[src/wdsm_map.vh]
// Purpose: Register indices, field positions and reset values of the watchdog/monitor block
// Assumes: Byte address of a register is four times its index
// Notes:   Definitions only
`ifndef WDSM_MAP_VH
`define WDSM_MAP_VH

////////////////////////////////////////////////////////////////////////////////
// Register indices
`define WDSM_IDX_TEST0      10'h03d
`define WDSM_IDX_TEST1      10'h03e
`define WDSM_IDX_SERVICE    10'h03f
`define WDSM_IDX_TEMP       10'h2f0
`define WDSM_IDX_LVOLT      10'h2f1
`define WDSM_IDX_WD_STAT    10'h2f8
`define WDSM_IDX_WD_MASK    10'h2f9
`define WDSM_IDX_WD_STATE   10'h2fa

////////////////////////////////////////////////////////////////////////////////
// Service codes and watchdog-off rate select code
`define WDSM_SVC_ARM        8'h55
`define WDSM_SVC_FIRE       8'haa
`define WDSM_SVC_READ       8'h00
`define WDSM_RATE_OFF       3'h0

////////////////////////////////////////////////////////////////////////////////
// Field positions in the monitor registers
`define WDSM_B_FLAG         0
`define WDSM_B_IE           1
`define WDSM_B_STAT         2
`define WDSM_B_TEN          3
`define WDSM_B_MONITOR_VOLTAGE_SELECT         5

////////////////////////////////////////////////////////////////////////////////
// Watchdog event bits, state bits
`define WDSM_EV_VALUE       0
`define WDSM_EV_WINDOW      1
`define WDSM_EV_TIMEOUT     2
`define WDSM_ST_ARMED       0
`define WDSM_ST_WINDOW      1
`define WDSM_ST_ENABLED     2

////////////////////////////////////////////////////////////////////////////////
// Reset values
`define WDSM_TEST_RST       8'h00
`define WDSM_BIT_RST        1'b0
`define WDSM_EV_RST         3'h0
`define WDSM_RDATA_ZERO     32'h0000_0000

`endif

[src/wdsm_wdog.v]
// Purpose: Watchdog counter, service sequence and reset requests
// Assumes: tick is a one-cycle pulse per watchdog clock cycle, synchronous to pclk
// Notes:   Reset requests are one-cycle pulses from flip-flops
`include "wdsm_map.vh"
`default_nettype none

module wdsm_wdog #(
    parameter       CNT_W = 24,
    parameter [4:0] EXP_1 = 5'd14,
    parameter [4:0] EXP_2 = 5'd16,
    parameter [4:0] EXP_3 = 5'd18,
    parameter [4:0] EXP_4 = 5'd20,
    parameter [4:0] EXP_5 = 5'd22,
    parameter [4:0] EXP_6 = 5'd23,
    parameter [4:0] EXP_7 = 5'd24
) (
    input  wire       pclk,
    input  wire       presetn,
    input  wire [2:0] rate_select,
    input  wire       window_mode,
    input  wire       tick,
    input  wire       svc_wr,
    input  wire [7:0] svc_data,
    output reg        value_rst_req,
    output reg        window_rst_req,
    output reg        timeout_rst_req,
    output wire       armed,
    output wire       window_open
);

    // Last count of the selected period
    function [CNT_W-1:0] wd_limit;
        input [2:0] code;
        reg   [4:0] e;
        begin
            case (code)
                3'd1:    e = EXP_1;
                3'd2:    e = EXP_2;
                3'd3:    e = EXP_3;
                3'd4:    e = EXP_4;
                3'd5:    e = EXP_5;
                3'd6:    e = EXP_6;
                default: e = EXP_7;
            endcase
            wd_limit = {CNT_W{1'b1}} >> (CNT_W - e);
        end
    endfunction

    reg  [CNT_W-1:0] cnt_reg;
    reg              armed_reg;
    wire             enabled   = (rate_select != `WDSM_RATE_OFF);
    wire [CNT_W-1:0] limit     = wd_limit(rate_select);
    wire [CNT_W-1:0] win_start = limit - (limit >> 2);

    assign armed       = armed_reg;
    assign window_open = enabled & (~window_mode | (cnt_reg >= win_start));

    ////////////////////////////////////////////////////////////////////////////
    // Counter and sequence
    always @(posedge pclk or negedge presetn) begin
        if (!presetn) begin
            cnt_reg         <= {CNT_W{1'b0}};
            armed_reg       <= `WDSM_BIT_RST;
            value_rst_req   <= `WDSM_BIT_RST;
            window_rst_req  <= `WDSM_BIT_RST;
            timeout_rst_req <= `WDSM_BIT_RST;
        end else begin
            value_rst_req   <= 1'b0;
            window_rst_req  <= 1'b0;
            timeout_rst_req <= 1'b0;
            if (!enabled) begin
                cnt_reg   <= {CNT_W{1'b0}};
                armed_reg <= 1'b0;
            end else if (svc_wr) begin
                if (window_mode && cnt_reg < win_start) begin
                    window_rst_req <= 1'b1;
                    cnt_reg        <= {CNT_W{1'b0}};
                    armed_reg      <= 1'b0;
                end else if (svc_data == `WDSM_SVC_ARM) begin
                    armed_reg <= 1'b1;
                end else if (svc_data == `WDSM_SVC_FIRE) begin
                    if (armed_reg) begin
                        cnt_reg   <= {CNT_W{1'b0}};
                        armed_reg <= 1'b0;
                    end
                end else begin
                    value_rst_req <= 1'b1;
                    cnt_reg       <= {CNT_W{1'b0}};
                    armed_reg     <= 1'b0;
                end
            end else if (tick) begin
                if (cnt_reg == limit) begin
                    timeout_rst_req <= 1'b1;
                    cnt_reg         <= {CNT_W{1'b0}};
                    armed_reg       <= 1'b0;
                end else begin
                    cnt_reg <= cnt_reg + {{(CNT_W-1){1'b0}}, 1'b1};
                end
            end
        end
    end

endmodule // wdsm_wdog

`default_nettype wire

[src/wdsm_top.v]
// Purpose: Watchdog service register, temperature and low-voltage monitor registers
// Assumes: APB3 slave, 32-bit data, byte address is four times the register index
// Notes:   Every access has one access cycle; unmapped addresses answer pslverr
//
// Function
// - Rate select zero: service writes ignored, no restart, no reset.
// - Enabled watchdog: service value other than 55/AA raises watchdog reset.
// - 55 then later AA restarts timeout; missing the period causes reset.
// - Window mode: any service write in first 75% raises watchdog reset.
// - Service register always reads zero.
// - Factory test registers readable always, writable only in special mode.
// - Voltage select bit 5: one routes bandgap, zero routes temperature voltage.
// - Temperature sense enable at bit 3 switches sensor on.
// - Temperature detect status bit 2 is read-only, high above level in full power.
// - Temperature change flag bit 0 sets on status change, write one clears.
// - Temperature interrupt while change flag and enable bit 1 both set.
// - Low-voltage status bit 2 is read-only, high when supply low in full power.
// - Low-voltage change flag bit 0 sets on status change, write one clears.
// - Low-voltage interrupt while change flag and enable bit 1 both set.
// - Nonzero rate select enables watchdog with periods 2^14 up to 2^24.
// - Window mode input; completed sequence restarts period and window.
//
// The APB slave port was left to the implementer.
`include "wdsm_map.vh"
`default_nettype none

module wdsm_top #(
    parameter       CNT_W = 24,
    parameter [4:0] EXP_1 = 5'd14,
    parameter [4:0] EXP_2 = 5'd16,
    parameter [4:0] EXP_3 = 5'd18,
    parameter [4:0] EXP_4 = 5'd20,
    parameter [4:0] EXP_5 = 5'd22,
    parameter [4:0] EXP_6 = 5'd23,
    parameter [4:0] EXP_7 = 5'd24
) (
    input  wire        pclk,
    input  wire        presetn,
    input  wire        psel,
    input  wire        penable,
    input  wire        pwrite,
    input  wire [11:0] paddr,
    input  wire [31:0] pwdata,
    output reg  [31:0] prdata,
    output reg         pready,
    output reg         pslverr,
    input  wire        special_mode,
    input  wire        wd_tick,
    input  wire [2:0]  wd_rate_select,
    input  wire        window_service_mode,
    input  wire        temp_above_in,
    input  wire        supply_low_in,
    input  wire        full_power_state,
    output wire        temp_sense_enable,
    output wire        monitor_voltage_select,
    output reg         temp_irq,
    output reg         low_voltage_irq,
    output wire        wd_value_rst_req,
    output wire        wd_window_rst_req,
    output wire        wd_timeout_rst_req,
    output reg         irq
);

    // Word hit on an aligned address
    function reg_hit;
        input [11:0] a;
        input [9:0]  idx;
        begin
            reg_hit = (a[1:0] == 2'b00) && (a[11:2] == idx);
        end
    endfunction

    ////////////////////////////////////////////////////////////////////////////
    // Bus phases
    wire       setup_ph  = psel & ~penable;
    wire       access_ph = psel & penable & pready;
    wire       wr_en     = access_ph & pwrite;
    wire [7:0] wbyte     = pwdata[7:0];

    wire hit_test0   = reg_hit(paddr, `WDSM_IDX_TEST0);
    wire hit_test1   = reg_hit(paddr, `WDSM_IDX_TEST1);
    wire hit_service = reg_hit(paddr, `WDSM_IDX_SERVICE);
    wire hit_temp    = reg_hit(paddr, `WDSM_IDX_TEMP);
    wire hit_lvolt   = reg_hit(paddr, `WDSM_IDX_LVOLT);
    wire hit_wd_stat = reg_hit(paddr, `WDSM_IDX_WD_STAT);
    wire hit_wd_mask = reg_hit(paddr, `WDSM_IDX_WD_MASK);
    wire hit_wd_st   = reg_hit(paddr, `WDSM_IDX_WD_STATE);
    wire mapped      = hit_test0 | hit_test1 | hit_service | hit_temp | hit_lvolt |
                       hit_wd_stat | hit_wd_mask | hit_wd_st;

    wire wr_test     = wr_en & special_mode;
    wire wr_service  = wr_en & hit_service;
    wire wr_temp     = wr_en & hit_temp;
    wire wr_lvolt    = wr_en & hit_lvolt;
    wire wr_wd_stat  = wr_en & hit_wd_stat;
    wire wr_wd_mask  = wr_en & hit_wd_mask;

    ////////////////////////////////////////////////////////////////////////////
    // Register state
    reg  [7:0] test0_reg;
    reg  [7:0] test1_reg;
    reg        monitor_voltage_select_reg;
    reg        ten_reg;
    reg        temp_stat_reg;
    reg        temp_ie_reg;
    reg        temp_flag_reg;
    reg        lv_stat_reg;
    reg        lv_ie_reg;
    reg        lv_flag_reg;
    reg  [2:0] wd_ev_reg;
    reg  [2:0] wd_mask_reg;
    reg        temp_flag_next;
    reg        lv_flag_next;
    reg        temp_ie_next;
    reg        lv_ie_next;
    reg  [2:0] wd_ev_next;
    reg  [2:0] wd_mask_next;
    reg  [7:0] rbyte_next;
    wire       wd_armed;
    wire       wd_window_open;
    wire       temp_stat_next = temp_above_in & full_power_state;
    wire       lv_stat_next   = supply_low_in & full_power_state;
    wire [2:0] wd_events      = {wd_timeout_rst_req, wd_window_rst_req, wd_value_rst_req};

    assign temp_sense_enable      = ten_reg;
    assign monitor_voltage_select = monitor_voltage_select_reg;

    ////////////////////////////////////////////////////////////////////////////
    // Watchdog core
    wdsm_wdog #(
        .CNT_W (CNT_W),
        .EXP_1 (EXP_1),
        .EXP_2 (EXP_2),
        .EXP_3 (EXP_3),
        .EXP_4 (EXP_4),
        .EXP_5 (EXP_5),
        .EXP_6 (EXP_6),
        .EXP_7 (EXP_7)
    ) u_wdog (
        .pclk            (pclk),
        .presetn         (presetn),
        .rate_select     (wd_rate_select),
        .window_mode     (window_service_mode),
        .tick            (wd_tick),
        .svc_wr          (wr_service),
        .svc_data        (wbyte),
        .value_rst_req   (wd_value_rst_req),
        .window_rst_req  (wd_window_rst_req),
        .timeout_rst_req (wd_timeout_rst_req),
        .armed           (wd_armed),
        .window_open     (wd_window_open)
    );

    ////////////////////////////////////////////////////////////////////////////
    // Next values of flags and enables
    always @* begin
        temp_ie_next   = wr_temp  ? wbyte[`WDSM_B_IE] : temp_ie_reg;
        lv_ie_next     = wr_lvolt ? wbyte[`WDSM_B_IE] : lv_ie_reg;
        temp_flag_next = (temp_flag_reg & ~(wr_temp & wbyte[`WDSM_B_FLAG])) |
                         (temp_stat_next ^ temp_stat_reg);
        lv_flag_next   = (lv_flag_reg & ~(wr_lvolt & wbyte[`WDSM_B_FLAG])) |
                         (lv_stat_next ^ lv_stat_reg);
        wd_ev_next     = (wd_ev_reg & ~({3{wr_wd_stat}} & wbyte[2:0])) | wd_events;
        wd_mask_next   = wr_wd_mask ? wbyte[2:0] : wd_mask_reg;
    end

    ////////////////////////////////////////////////////////////////////////////
    // Read multiplexer, decoded in the setup phase
    always @* begin
        rbyte_next = 8'h00;
        case (1'b1)
            hit_test0: begin
                rbyte_next = test0_reg;
            end
            hit_test1: begin
                rbyte_next = test1_reg;
            end
            hit_service: begin
                rbyte_next = `WDSM_SVC_READ;
            end
            hit_temp: begin
                rbyte_next[`WDSM_B_MONITOR_VOLTAGE_SELECT] = monitor_voltage_select_reg;
                rbyte_next[`WDSM_B_TEN]  = ten_reg;
                rbyte_next[`WDSM_B_STAT] = temp_stat_reg;
                rbyte_next[`WDSM_B_IE]   = temp_ie_reg;
                rbyte_next[`WDSM_B_FLAG] = temp_flag_reg;
            end
            hit_lvolt: begin
                rbyte_next[`WDSM_B_STAT] = lv_stat_reg;
                rbyte_next[`WDSM_B_IE]   = lv_ie_reg;
                rbyte_next[`WDSM_B_FLAG] = lv_flag_reg;
            end
            hit_wd_stat: begin
                rbyte_next[2:0] = wd_ev_reg;
            end
            hit_wd_mask: begin
                rbyte_next[2:0] = wd_mask_reg;
            end
            hit_wd_st: begin
                rbyte_next[`WDSM_ST_ARMED]   = wd_armed;
                rbyte_next[`WDSM_ST_WINDOW]  = wd_window_open;
                rbyte_next[`WDSM_ST_ENABLED] = (wd_rate_select != `WDSM_RATE_OFF);
            end
            default: begin
                rbyte_next = 8'h00;
            end
        endcase
    end

    ////////////////////////////////////////////////////////////////////////////
    // Bus answer
    always @(posedge pclk or negedge presetn) begin
        if (!presetn) begin
            pready  <= `WDSM_BIT_RST;
            pslverr <= `WDSM_BIT_RST;
            prdata  <= `WDSM_RDATA_ZERO;
        end else begin
            pready  <= setup_ph;
            pslverr <= setup_ph & ~mapped;
            if (setup_ph) begin
                prdata <= {24'h00_0000, rbyte_next};
            end
        end
    end

    ////////////////////////////////////////////////////////////////////////////
    // Factory test registers
    always @(posedge pclk or negedge presetn) begin
        if (!presetn) begin
            test0_reg <= `WDSM_TEST_RST;
            test1_reg <= `WDSM_TEST_RST;
        end else begin
            if (wr_test & hit_test0) begin
                test0_reg <= wbyte;
            end
            if (wr_test & hit_test1) begin
                test1_reg <= wbyte;
            end
        end
    end

    ////////////////////////////////////////////////////////////////////////////
    // Temperature monitor
    always @(posedge pclk or negedge presetn) begin
        if (!presetn) begin
            monitor_voltage_select_reg      <= `WDSM_BIT_RST;
            ten_reg       <= `WDSM_BIT_RST;
            temp_stat_reg <= `WDSM_BIT_RST;
            temp_ie_reg   <= `WDSM_BIT_RST;
            temp_flag_reg <= `WDSM_BIT_RST;
            temp_irq      <= `WDSM_BIT_RST;
        end else begin
            if (wr_temp) begin
                monitor_voltage_select_reg <= wbyte[`WDSM_B_MONITOR_VOLTAGE_SELECT];
                ten_reg  <= wbyte[`WDSM_B_TEN];
            end
            temp_stat_reg <= temp_stat_next;
            temp_ie_reg   <= temp_ie_next;
            temp_flag_reg <= temp_flag_next;
            temp_irq      <= temp_flag_next & temp_ie_next;
        end
    end

    ////////////////////////////////////////////////////////////////////////////
    // Low-voltage monitor
    always @(posedge pclk or negedge presetn) begin
        if (!presetn) begin
            lv_stat_reg     <= `WDSM_BIT_RST;
            lv_ie_reg       <= `WDSM_BIT_RST;
            lv_flag_reg     <= `WDSM_BIT_RST;
            low_voltage_irq <= `WDSM_BIT_RST;
        end else begin
            lv_stat_reg     <= lv_stat_next;
            lv_ie_reg       <= lv_ie_next;
            lv_flag_reg     <= lv_flag_next;
            low_voltage_irq <= lv_flag_next & lv_ie_next;
        end
    end

    ////////////////////////////////////////////////////////////////////////////
    // Watchdog event status, mask and summary interrupt
    always @(posedge pclk or negedge presetn) begin
        if (!presetn) begin
            wd_ev_reg   <= `WDSM_EV_RST;
            wd_mask_reg <= `WDSM_EV_RST;
            irq         <= `WDSM_BIT_RST;
        end else begin
            wd_ev_reg   <= wd_ev_next;
            wd_mask_reg <= wd_mask_next;
            irq         <= |(wd_ev_next & wd_mask_next);
        end
    end

endmodule // wdsm_top

`default_nettype wire

[config.mk]
export PLATFORM = sky130hd
export DESIGN_NAME = wdsm_top
export DESIGN_NICKNAME = d
export VERILOG_FILES = /design/src/wdsm_wdog.v /design/src/wdsm_top.v
export VERILOG_INCLUDE_DIRS = /design/src
export SDC_FILE = /design/constraint.sdc
export NUM_CORES = 1
export LEC_CHECK = 0
export ABC_AREA = 1
export BUFFER_PORTS_ARGS = -buffer_cell sky130_fd_sc_hd__buf_2
export CORE_ASPECT_RATIO = 1.1
export CORE_MARGIN = 8
export CORE_UTILIZATION = 50
export DETAILED_ROUTE_END_ITERATION = 8
export GPL_ROUTABILITY_DRIVEN = 0
export PLACE_DENSITY_LB_ADDON = 0.12
export REMOVE_ABC_BUFFERS = 1
export SLEW_MARGIN = 20
export SYNTH_ARGS = -nofsm -noshare
export SYNTH_HDL_FRONTEND = slang
export SYNTH_SLANG_ARGS = --single-unit
[constraint.sdc]
create_clock -name pclk -period 6.8 [get_ports pclk]
set_clock_uncertainty 0.05 [all_clocks]
set_input_delay 1.02 -clock pclk [delete_from_list [all_inputs] [get_ports pclk]]
set_output_delay 1.02 -clock pclk [all_outputs]
set_load 0.1 [all_outputs]
==> results.md, run 1 <==
* Status: complete, no violations
* YS warnings at 0
* WL/cell at 14.40 um
* Number of synthesized register bits at 71
* Largest cells by area after synthesis: dfrtp_1 29%, nand2_1 13%, ha_1 8.5%
* Vias in the first global route at 5794
* Largest net degree at the start of global routing at 72
* CP Capture Type: flip-flop
* Area grow syn2layout at 11.98%
* Most frequent cells in the layout: 212 x nand2_1, 126 x inv_1, 97 x nor2_1, 71 x dfrtp_1, 52 x a21oi_1
* Number of diodes at 0
* DRT iter0 DRCs at 334
* Mapped cell area at 6150 um^2
* Gr usage total at 20.50%
* Hold crit path type: reg -> reg
* Final setup fails at 0
* Max_cap viols at 0
* Site row count at 42
* Lkg Pwr at 3.540 nW
* Tmin final at 6.140 ns
* Fraction of layout cells with a size suffix above 1 at 12.25%
* Final wirelength at 16090 um
* Layout Utilization at 57.23%
* Crit share post-route at 90.29%
* Multi-input logic area at 3719 um^2
* Worst hold margin at 0.4226 ns
* Commonest non-fill, non-tap cell in the layout: nand2_1
* Library cells used by synthesis at 50
* Critical Path RT at 7.01 ns
* H-Tree Depth at 3
* Synth top area share at 28.89%
* Setup TNS at 0 ns
* Dpl cells at 1102
* Final Hold Viols at 0
* Max FFs per register at 24
* Final ANT Viol Nets at 0
* Drt first pass iters at 7
* Final worst slack at 0.6602 ns
* RSZ-0062 raised after global routing: false
* Met3 wire len at 545 um
* Mapped Cells at 891
* Clock-pin transition on the worst setup and hold timing paths at 0.06 ns
* CP max stage delay at 0.35 ns
* Met1 WL at 6576 um
* Slew HR at 40.41%
* Pwr Total at 1.523 mW
* Crit path kind: in -> reg
* Clock insertion delay at the later pin of the skew report at 0.34 ns
* Worst reg2reg path depth at 13
* CP Launch Type: input pin
* Die Footprint at 16110 um^2
* CTS sink count at 71
* Pwr dens at 221.1 nW/um^2
* Final nets at 1060
* Sequential cell area at 1777 um^2
* Post-detail-place hpwl at 13070 um
* I/O Pins at 100
* First-pass GRT wire length at 26900 um
* Remaining DRCs at 0
* Metal2 WL at 8516 um
* Mean Syn Cell Area at 6.902 um^2
* Fillers at 1221
* Place WS at 0.3072 ns
* Slowest library cell on the worst path: a21oi_1
* Die width at 121.7 um
* Core area at 12030 um^2
* CTS Hold Bufs at 0
* Register area share after synthesis at 28.89%
* Post-route cell area at 6887 um^2
* Worst-path fanout max at 18
* Die Y at 132.3 um
* Post_cts resized at 0
* Hold Path Stages at 2
* Port Buf Inserts at 51
* Initial Util at 51.10%
* Achievable Freq at 162.9 MHz
* Vias per cell at 5.216
* Top cell by count, worst path: nand2_1
* DR top layer: met4
* CTS tree: yes
* Yosys top cell by area: dfrtp_1
* Post-DP Area at 6555 um^2
* Clock root cell: clkbuf_16
* WP data arrival at 6.35 ns
* Slew @ Worst Pin at 0.8939 ns
* Antenna violations before repair at 0
* Clock Path Buffers at 2
* VDD IR-drop max at 0.1640 mV
* Routed vias at 5826
* Finished Layout Cells at 1117
* Total gr overflow at 0
* Total clock buffers created by CTS at 9
* # Post-CTS Setup Buffers at 0
* Max-slew violation count at 0
## layout make-up
| cell class | count | share of cell area [%] |
|---|---|---|
| multi-input combinational | 679 | 54.00 |
| sequential | 71 | 25.80 |
| inverter | 133 | 7.322 |
| timing repair buffer | 65 | 5.269 |
| clock buffer | 12 | 3.870 |
| tap | 154 | 2.798 |
| clock inverter | 3 | 0.9448 |
## power by group
group / total, mW / internal, mW / switching [mW]
Sequential: 0.454 / 0.438 / 0.0161
Combinational: 0.547 / 0.177 / 0.370
Clock: 0.522 / 0.348 / 0.173
Total: 1.52 / 0.964 / 0.559
## kinds of logic after synthesis
logic type,synth area share [%]
and+or+nand+nor,32.63
buffers and inverters,12.29
xor gates and xnor gates,4.700
other,0.1221
AOI/OAI and AO/OA,12.17
adders and majority gates,8.871
DFF,28.89
muxes,0.3255
## worst max-delay path, delay by kind of cell
family	cells	cell delay [ns]
compound gates	6	1.34
xor+xnor	1	0.14
fa+ha+maj	3	0.84
buf+inv	9	1.34
simple gates	13	1.64
## per-layer routing
| metal | global-route usage [%] | vias to the layer above |
|---|---|---|
| li1 | - | 2993 |
| met1 | 22.53 | 2691 |
| met2 | 38.16 | 112 |
| met3 | 2.828 | 30 |
| met4 | 7.893 | 0 |
| met5 | 0 | - |
## worst paths after layout
check | startpoint | end | slack [ns]
min in group asynchronous | presetn | test0_reg[6]$_DFFE_PN0P_ | 0.74
setup / recovery | wd_rate_select[0] | u_wdog.cnt_reg[6]$_DFFE_PN0P_ | 0.66
hold / removal | prdata[0]$_DFFE_PN0P_ | prdata[0]$_DFFE_PN0P_ | 0.42
max in group asynchronous | presetn | u_wdog.cnt_reg[7]$_DFFE_PN0P_ | 5.36
hold reg to reg | prdata[0]$_DFFE_PN0P_ | prdata[0]$_DFFE_PN0P_ | 0.42
setup reg to reg | u_wdog.cnt_reg[19]$_DFFE_PN0P_ | u_wdog.cnt_reg[6]$_DFFE_PN0P_ | 4.13
## Yosys cell counts, drive strengths merged
cell and n:
nand3 48, a21oi 53, and2 1, nor4 13, a31o 1, nor4b 2, o21bai 4, xor2 24
nor3b 1, conb 2, buf 32, o211ai 7, a221oi 5, nor2 102, ha 42, mux2i 2
inv 132, a2111oi 1, nand4 24, clkbuf 3, dfrtp 71, a211oi 3, a31oi 1, clkinv 1
o21ai 51, nor3 15, a32oi 1, or2 4, xnor2 9, and3 1, a21o 2, nand3b 3
a21boi 1, nand2 225, o22ai 2, fa 1, o21a 1
Power figures use the tool's default switching activity.
==> inputs of run 2 (changes only) <==
--- a/config.mk
+++ b/config.mk
@@ -13,9 +13,11 @@
 export CORE_UTILIZATION = 50
 export DETAILED_ROUTE_END_ITERATION = 8
 export GPL_ROUTABILITY_DRIVEN = 0
+export MAX_ROUTING_LAYER = met4
 export PLACE_DENSITY_LB_ADDON = 0.12
 export REMOVE_ABC_BUFFERS = 1
 export SLEW_MARGIN = 20
 export SYNTH_ARGS = -nofsm -noshare
 export SYNTH_HDL_FRONTEND = slang
+export SYNTH_HIERARCHICAL = 1
 export SYNTH_SLANG_ARGS = --single-unit
==> results.md, run 2 <==
* Final wirelength at 16660 um (+3.5%)
* Initial Util at 51.17% (+0.071 points)
* Die Y at 135.3 um (+2.3%)
* Slew @ Worst Pin at 0.8842 ns (-0.009733 ns)
* Dpl cells at 1176 (+6.7%)
* Final ANT Viol Nets at 0 (unchanged)
* Core area at 12640 um^2 (+5.1%)
* YS warnings at 6 (+6)
* WP data arrival at 6.38 ns (+0.03 ns)
* Status: complete, no violations
* Gr usage total at 20.44% (-0.066 points)
* Largest net degree at the start of global routing at 72 (unchanged)
* Max-slew violation count at 0 (unchanged)
* Max_cap viols at 0 (unchanged)
* RSZ-0062 raised after global routing: false
* Finished Layout Cells at 1191 (+6.6%)
* Total clock buffers created by CTS at 9 (unchanged)
* Hold crit path type: reg -> reg
* Pwr dens at 209.8 nW/um^2 (-5.1%)
* Total gr overflow at 0 (unchanged)
* CTS sink count at 71 (unchanged)
* Max FFs per register at 24 (unchanged)
* Lkg Pwr at 3.829 nW (+8.2%)
* CP max stage delay at 0.44 ns (+0.09 ns)
* Clock Path Buffers at 2 (unchanged)
* List of most frequent post-synthesis cells: 249 x nand2_1, 152 x inv_1, 83 x nor2_1, 75 x nand3_1, 71 x dfrtp_1
* Clock-pin transition on the worst setup and hold timing paths at 0.06 ns (about the same)
* Post-DP Area at 6798 um^2 (+3.7%)
* Clock insertion delay at the later pin of the skew report at 0.33 ns (about the same)
* Area grow syn2layout at 9.553%
* Commonest non-fill, non-tap cell in the layout: nand2_1
* # Post-CTS Setup Buffers at 0 (unchanged)
* Die width at 124.5 um (+2.2%)
* Clock root cell: clkbuf_16
* Mapped Cells at 976 (+9.5%)
* Slew HR at 41.06% (+0.65 points)
* Post-detail-place hpwl at 13390 um (+2.5%)
* CTS tree: yes
* Number of diodes at 0 (unchanged)
* CP Launch Type: input pin
* Crit path kind: in -> reg
* Library cells used by synthesis at 48 (-4.0%)
* Worst-path fanout max at 32 (+14)
* DRT iter0 DRCs at 406 (+22%)
* Critical Path RT at 7.00 ns (about the same)
* Most frequent cells in the layout: 249 x nand2_1, 152 x inv_1, 83 x nor2_1, 75 x nand3_1, 71 x dfrtp_1
* Vias per cell at 5.232 (+0.31%)
* Die Footprint at 16840 um^2 (+4.5%)
* First-pass GRT wire length at 27870 um (+3.6%)
* I/O Pins at 100 (unchanged)
* Number of synthesized register bits at 71 (unchanged)
* Critical Path Start: wd_rate_select[0]
* Mapped cell area at 6470 um^2 (+5.2%)
* Reg2reg start: pready$_DFF_PN0_
* CTS Hold Bufs at 0 (unchanged)
* Final setup fails at 0 (unchanged)
* Drt first pass iters at 5 (-2)
* Crit share post-route at 90.77% (+0.48 points)
* Vias in the first global route at 5957 (+2.8%)
* Gr busiest metal: met2
* Tmin final at 6.172 ns (+0.03263 ns)
* Port Buf Inserts at 51 (unchanged)
* Synth top area share at 27.46% (-1.4 points)
* Grt met3 use at 3.211% (+0.38 points)
* Mean Syn Cell Area at 6.629 um^2 (-4.0%)
* Site row count at 43 (+2.4%)
* Top cell by count, worst path: nand2_1
* Register area share after synthesis at 27.46% (-1.4 points)
* Final nets at 1127 (+6.3%)
* WL/cell at 13.99 um (-2.9%)
* Slowest library cell on the worst path: nor4_1
* Post_cts resized at 0 (unchanged)
* Layout Utilization at 56.06% (-1.2 points)
* FFs w/ async S/R, synth at 100.0% (unchanged)
* Largest cells by area after synthesis: dfrtp_1 27%, nand2_1 14%, inv_1 8.8%
* Hold path start: test0_reg[1]$_DFFE_PN0P_
* Final Hold Viols at 0 (unchanged)
* Routed vias at 6231 (+7.0%)
* VDD IR-drop max at 0.1972 mV (+20%)
* Yosys top cell by area: dfrtp_1
* Ys flop type: dfrtp_1
* Achievable Freq at 162.0 MHz (-0.53%)
* Met2 Use GR at 37.64% (-0.52 points)
* CP Capture Type: flip-flop
* Fraction of layout cells with a size suffix above 1 at 13.15% (+0.90 points)
* H-Tree Depth at 3 (unchanged)
* Setup TNS at 0 ns (unchanged)
* Post-route cell area at 7088 um^2 (+2.9%)
* Remaining DRCs at 0 (unchanged)
* Pwr Total at 1.487 mW (-2.3%)
* Most common cell in the netlist: nand2_1
* Post-synth EDFFs at 0 (unchanged)
* Met1 Use GR at 21.89% (-0.64 points)
* Antenna violations before repair at 0 (unchanged)
-- run 2: cell types whose count changed in the layout (fill, tap and decap cells not counted), sizes merged, moves of 6 or more --
| cell | delta |
|---|---|
| nand2 | +38 |
| inv | +33 |
| nand3 | +33 |
| nand4 | +14 |
| xor2 | -13 |
| buf | -10 |
| nor2 | -10 |
| nor3 | +8 |
| o211ai | -6 |
-- run 2: cell type report --
cell class / count / area, um^2
Clock inverter: 3 / 43.79
Clock buffer: 12 / 246.5
Inverter: 165 / 621.8
Fill cell: 1271 / 5555
Timing Repair Buffer: 55 / 312.8
Tap cell: 157 / 196.4
Multi-Input combinational cell: 728 / 3890
Sequential cell: 71 / 1777
-- run 2: worst paths after layout --
check	endpoint	slack (ns)	depth (start not counted)
max reg2reg	u_wdog/cnt_reg[10]$_DFFE_PN0P_	4.08	10
max	u_wdog/cnt_reg[19]$_DFFE_PN0P_	0.63	33
min in group asynchronous	u_wdog/cnt_reg[0]$_DFFE_PN0P_	0.75	1
min reg2reg	test0_reg[1]$_DFFE_PN0P_	0.43	2
min	test0_reg[1]$_DFFE_PN0P_	0.43	2
max in group asynchronous	u_wdog/cnt_reg[22]$_DFFE_PN0P_	5.35	1
-- run 2: critical path: cells and delay by family --
| family | cells | cell delay (ns) |
|---|---|---|
| XOR/XNOR | 1 | 0.17 |
| AND/OR/NAND/NOR | 18 | 2.45 |
| buffers and inverters | 7 | 0.97 |
| AO/OA/AOI/OAI | 4 | 0.96 |
| adder cells (fa/ha/maj) | 3 | 0.82 |
-- run 2: per-stage QoR --
step / hold slack [ns] / worst slack, ns
6_report: 0.4284 / 0.6276
3_5_place_dp: 0.4159 / 0.3164
5_1_grt: 0.4552 / 0.04969
3_3_place_gp: 0.4093 / 0.3499
4_1_cts: 0.4304 / 0.6358
2_1_floorplan: 0.3973 / 0.8267
-- run 2: cells by family (layout without fill, tap and decap cells) --
logic type	after synthesis	after routing	share of synthesized area, %
other	3	29	0.1740
adder cells (fa/ha/maj)	39	39	7.658
AO/OA/AOI/OAI	129	129	12.05
flip-flops	71	71	27.46
buffers and inverters	203	235	13.92
AND/OR/NAND/NOR	515	515	36.57
XOR/XNOR	16	16	2.166
-- run 2: layer usage --
metal / wire length, um / vias to the layer above
met4: 367 / 0
met5: 0 / -
li1: - / 3228
met1: 6925 / 2833
met3: 687 / 28
met2: 8680 / 142
-- run 2: where the power goes --
group | total [mW] | internal, mW | switching [mW]
Clock | 0.462 | 0.292 | 0.170
Sequential | 0.464 | 0.442 | 0.0216
Combinational | 0.561 | 0.173 | 0.388
Total | 1.49 | 0.908 | 0.580
==> inputs of run 3 (changes only) <==
--- a/config.mk
+++ b/config.mk
@@ -19,5 +19,4 @@
 export SLEW_MARGIN = 20
 export SYNTH_ARGS = -nofsm -noshare
 export SYNTH_HDL_FRONTEND = slang
-export SYNTH_HIERARCHICAL = 1
 export SYNTH_SLANG_ARGS = --single-unit
==> results.md, run 3 (synthesis gave the netlist of run 1 again) <==
* Status: complete, no violations
* Drt first pass iters at 5 (unchanged)
* Net switching fraction of the power at 36.70% (-2.3 points)
* Max-slew violation count at 0 (unchanged)
* CTS tree: yes
* CTS sink count at 71 (unchanged)
* Gr usage total at 21.13% (+0.69 points)
* Max_cap viols at 0 (unchanged)
* NetSw at 558.7 uW (-3.6%)
* CP Capture Type: flip-flop
* First-pass GRT wire length at 26960 um (-3.3%)
* Vias per cell at 5.209 (-0.43%)
* Clock Path Buffers at 2 (unchanged)
* Final wirelength at 16070 um (-3.5%)
* CP max stage delay at 0.34 ns (-0.10 ns)
* Final setup fails at 0 (unchanged)
* Site row count at 42 (-2.3%)
* Total clock buffers created by CTS at 9 (unchanged)
* Crit share post-route at 90.31% (-0.46 points)
* Fillers at 1221 (-3.9%)
* Area grow syn2layout at 11.98%
* Layout Utilization at 57.23% (+1.2 points)
* Pwr dens at 221.0 nW/um^2 (+5.4%)
* Total gr overflow at 0 (unchanged)
* Hold crit path type: reg -> reg
* Vias in the first global route at 5785 (-2.9%)
* Post_cts resized at 0 (unchanged)
* Number of diodes at 0 (unchanged)
* Remaining DRCs at 0 (unchanged)
* Tmin final at 6.141 ns (-0.03160 ns)
* DRT iter0 DRCs at 366 (-9.9%)
* Achievable Freq at 162.8 MHz (+0.51%)
* # Post-CTS Setup Buffers at 0 (unchanged)
* Hold Path Stages at 2 (unchanged)
* Final ANT Viol Nets at 0 (unchanged)
* Clock share of power at 34.2% (+3.1 points)
* Critical Path Start: wd_rate_select[0]
* Post-detail-place hpwl at 13070 um (-2.4%)
* CP Launch Type: input pin
* Core area at 12030 um^2 (-4.8%)
* Die width at 121.7 um (-2.2%)
* Slowest library cell on the worst path: a21oi_1
* WL/cell at 14.39 um (+2.9%)
* I/O Pins at 100 (unchanged)
* Largest net degree at the start of global routing at 72 (unchanged)
* Pint at 963.5 uW (+6.2%)
* Initial Util at 51.10% (-0.071 points)
* Worst-path fanout max at 18 (-44%)
* Comb power frac at 35.9% (-1.8 points)
* Most frequent cells in the layout: 212 x nand2_1, 126 x inv_1, 97 x nor2_1, 71 x dfrtp_1, 52 x a21oi_1
* Max FFs per register at 24 (unchanged)
* Die Y at 132.3 um (-2.2%)
* Slew HR at 40.80% (-0.25 points)
* Commonest non-fill, non-tap cell in the layout: nand2_1
* Setup TNS at 0 ns (unchanged)
* Critical Path RT at 7.01 ns (about the same)
* Clock root cell: clkbuf_16
* Slew @ Worst Pin at 0.8847 ns (+0.0005569 ns)
* WP data arrival at 6.35 ns (-0.03 ns)
* Fraction of layout cells with a size suffix above 1 at 12.25% (-0.90 points)
* Post-route cell area at 6887 um^2 (-2.8%)
* Die Footprint at 16110 um^2 (-4.3%)
* Clock insertion delay at the later pin of the skew report at 0.34 ns (about the same)
* Reg2reg start: u_wdog.cnt_reg[19]$_DFFE_PN0P_
* Post-DP Area at 6555 um^2 (-3.6%)
* RSZ-0062 raised after global routing: false
* Dpl cells at 1102 (-6.3%)
* Crit path kind: in -> reg
* Finished Layout Cells at 1117 (-6.2%)
* Routed vias at 5819 (-6.6%)
* Top cell by count, worst path: nand2_1
* Worst reg2reg path depth at 13 (+3)
* Final nets at 1060 (-5.9%)
* Sequential share of power at 29.9% (-1.3 points)
* Port Buf Inserts at 51 (unchanged)
* Antenna violations before repair at 0 (unchanged)
* Lkg Pwr at 3.540 nW (-7.5%)
* CTS Hold Bufs at 0 (unchanged)
* Sequential cell area at 1777 um^2 (unchanged)
* H-Tree Depth at 3 (unchanged)
* Clock-pin transition on the worst setup and hold timing paths at 0.06 ns (about the same)
* Final Hold Viols at 0 (unchanged)
* Multi-input logic area at 3719 um^2 (-4.4%)
* VDD IR-drop max at 0.1645 mV (-17%)
* Hold path start: prdata[0]$_DFFE_PN0P_
run 3: cell types whose count changed in the layout (fill, tap and decap cells not counted), sizes merged, moves of 5 or more:
cell / change
nand2: -38
inv: -33
nand3: -33
nand4: -14
xor2: +13
buf: +10
nor2: +10
nor3: -8
o211ai: +6
a221oi: +5
run 3: cell type report:
cell class | count | area share [%]
flip-flops and latches | 71 | 25.80
multi-input cells | 679 | 54.00
well taps | 154 | 2.798
clock inverters | 3 | 0.9448
clock buffers | 12 | 3.870
repair buffers | 65 | 5.269
inverters | 133 | 7.322
run 3: critical path: cells and delay by family:
kind,cells,cell delay [ns]
simple gates,13,1.64
compound gates,6,1.33
xor+xnor,1,0.15
buf+inv,9,1.34
fa+ha+maj,3,0.84
run 3: path summary, 6_finish.rpt:
check                                                endpoint  slack [ns]
worst max register to register  u_wdog.cnt_reg[6]$_DFFE_PN0P_        4.13
worst min-delay path                    prdata[0]$_DFFE_PN0P_        0.42
worst min register to register          prdata[0]$_DFFE_PN0P_        0.42
min in group asynchronous            test1_reg[6]$_DFFE_PN0P_        0.75
worst max-delay path            u_wdog.cnt_reg[6]$_DFFE_PN0P_        0.66
max in group asynchronous              wd_ev_reg[2]$_DFF_PN0_        5.37
run 3: stage by stage:
step	power (mW)	setup WS, ns	hold slack [ns]
floorplan	0.8775	0.9931	0.3957
CTS	1.528	0.6023	0.4274
global route	1.613	0.05959	0.4490
global placement	1.002	0.3193	0.4094
finish	1.522	0.6592	0.4215
detailed placement	1.005	0.3072	0.4126
run 3: metal layers:
metal	routed length [um]	part of all wire [%]	track usage, %
met1	6480	40	22.66
met2	8505	53	38.19
met3	640	4.0	2.828
met4	444	2.8	7.893
met5	0	0	-
run 3: power by group through the flow:
stage	Sequential (mW)	Combinational (mW)	Clock, mW
2_1_floorplan	0.478	0.400	0
4_1_cts	0.455	0.546	0.527
5_1_grt	0.458	0.614	0.542
6_report	0.455	0.547	0.520
3_3_place_gp	0.461	0.541	0
3_5_place_dp	0.462	0.543	0
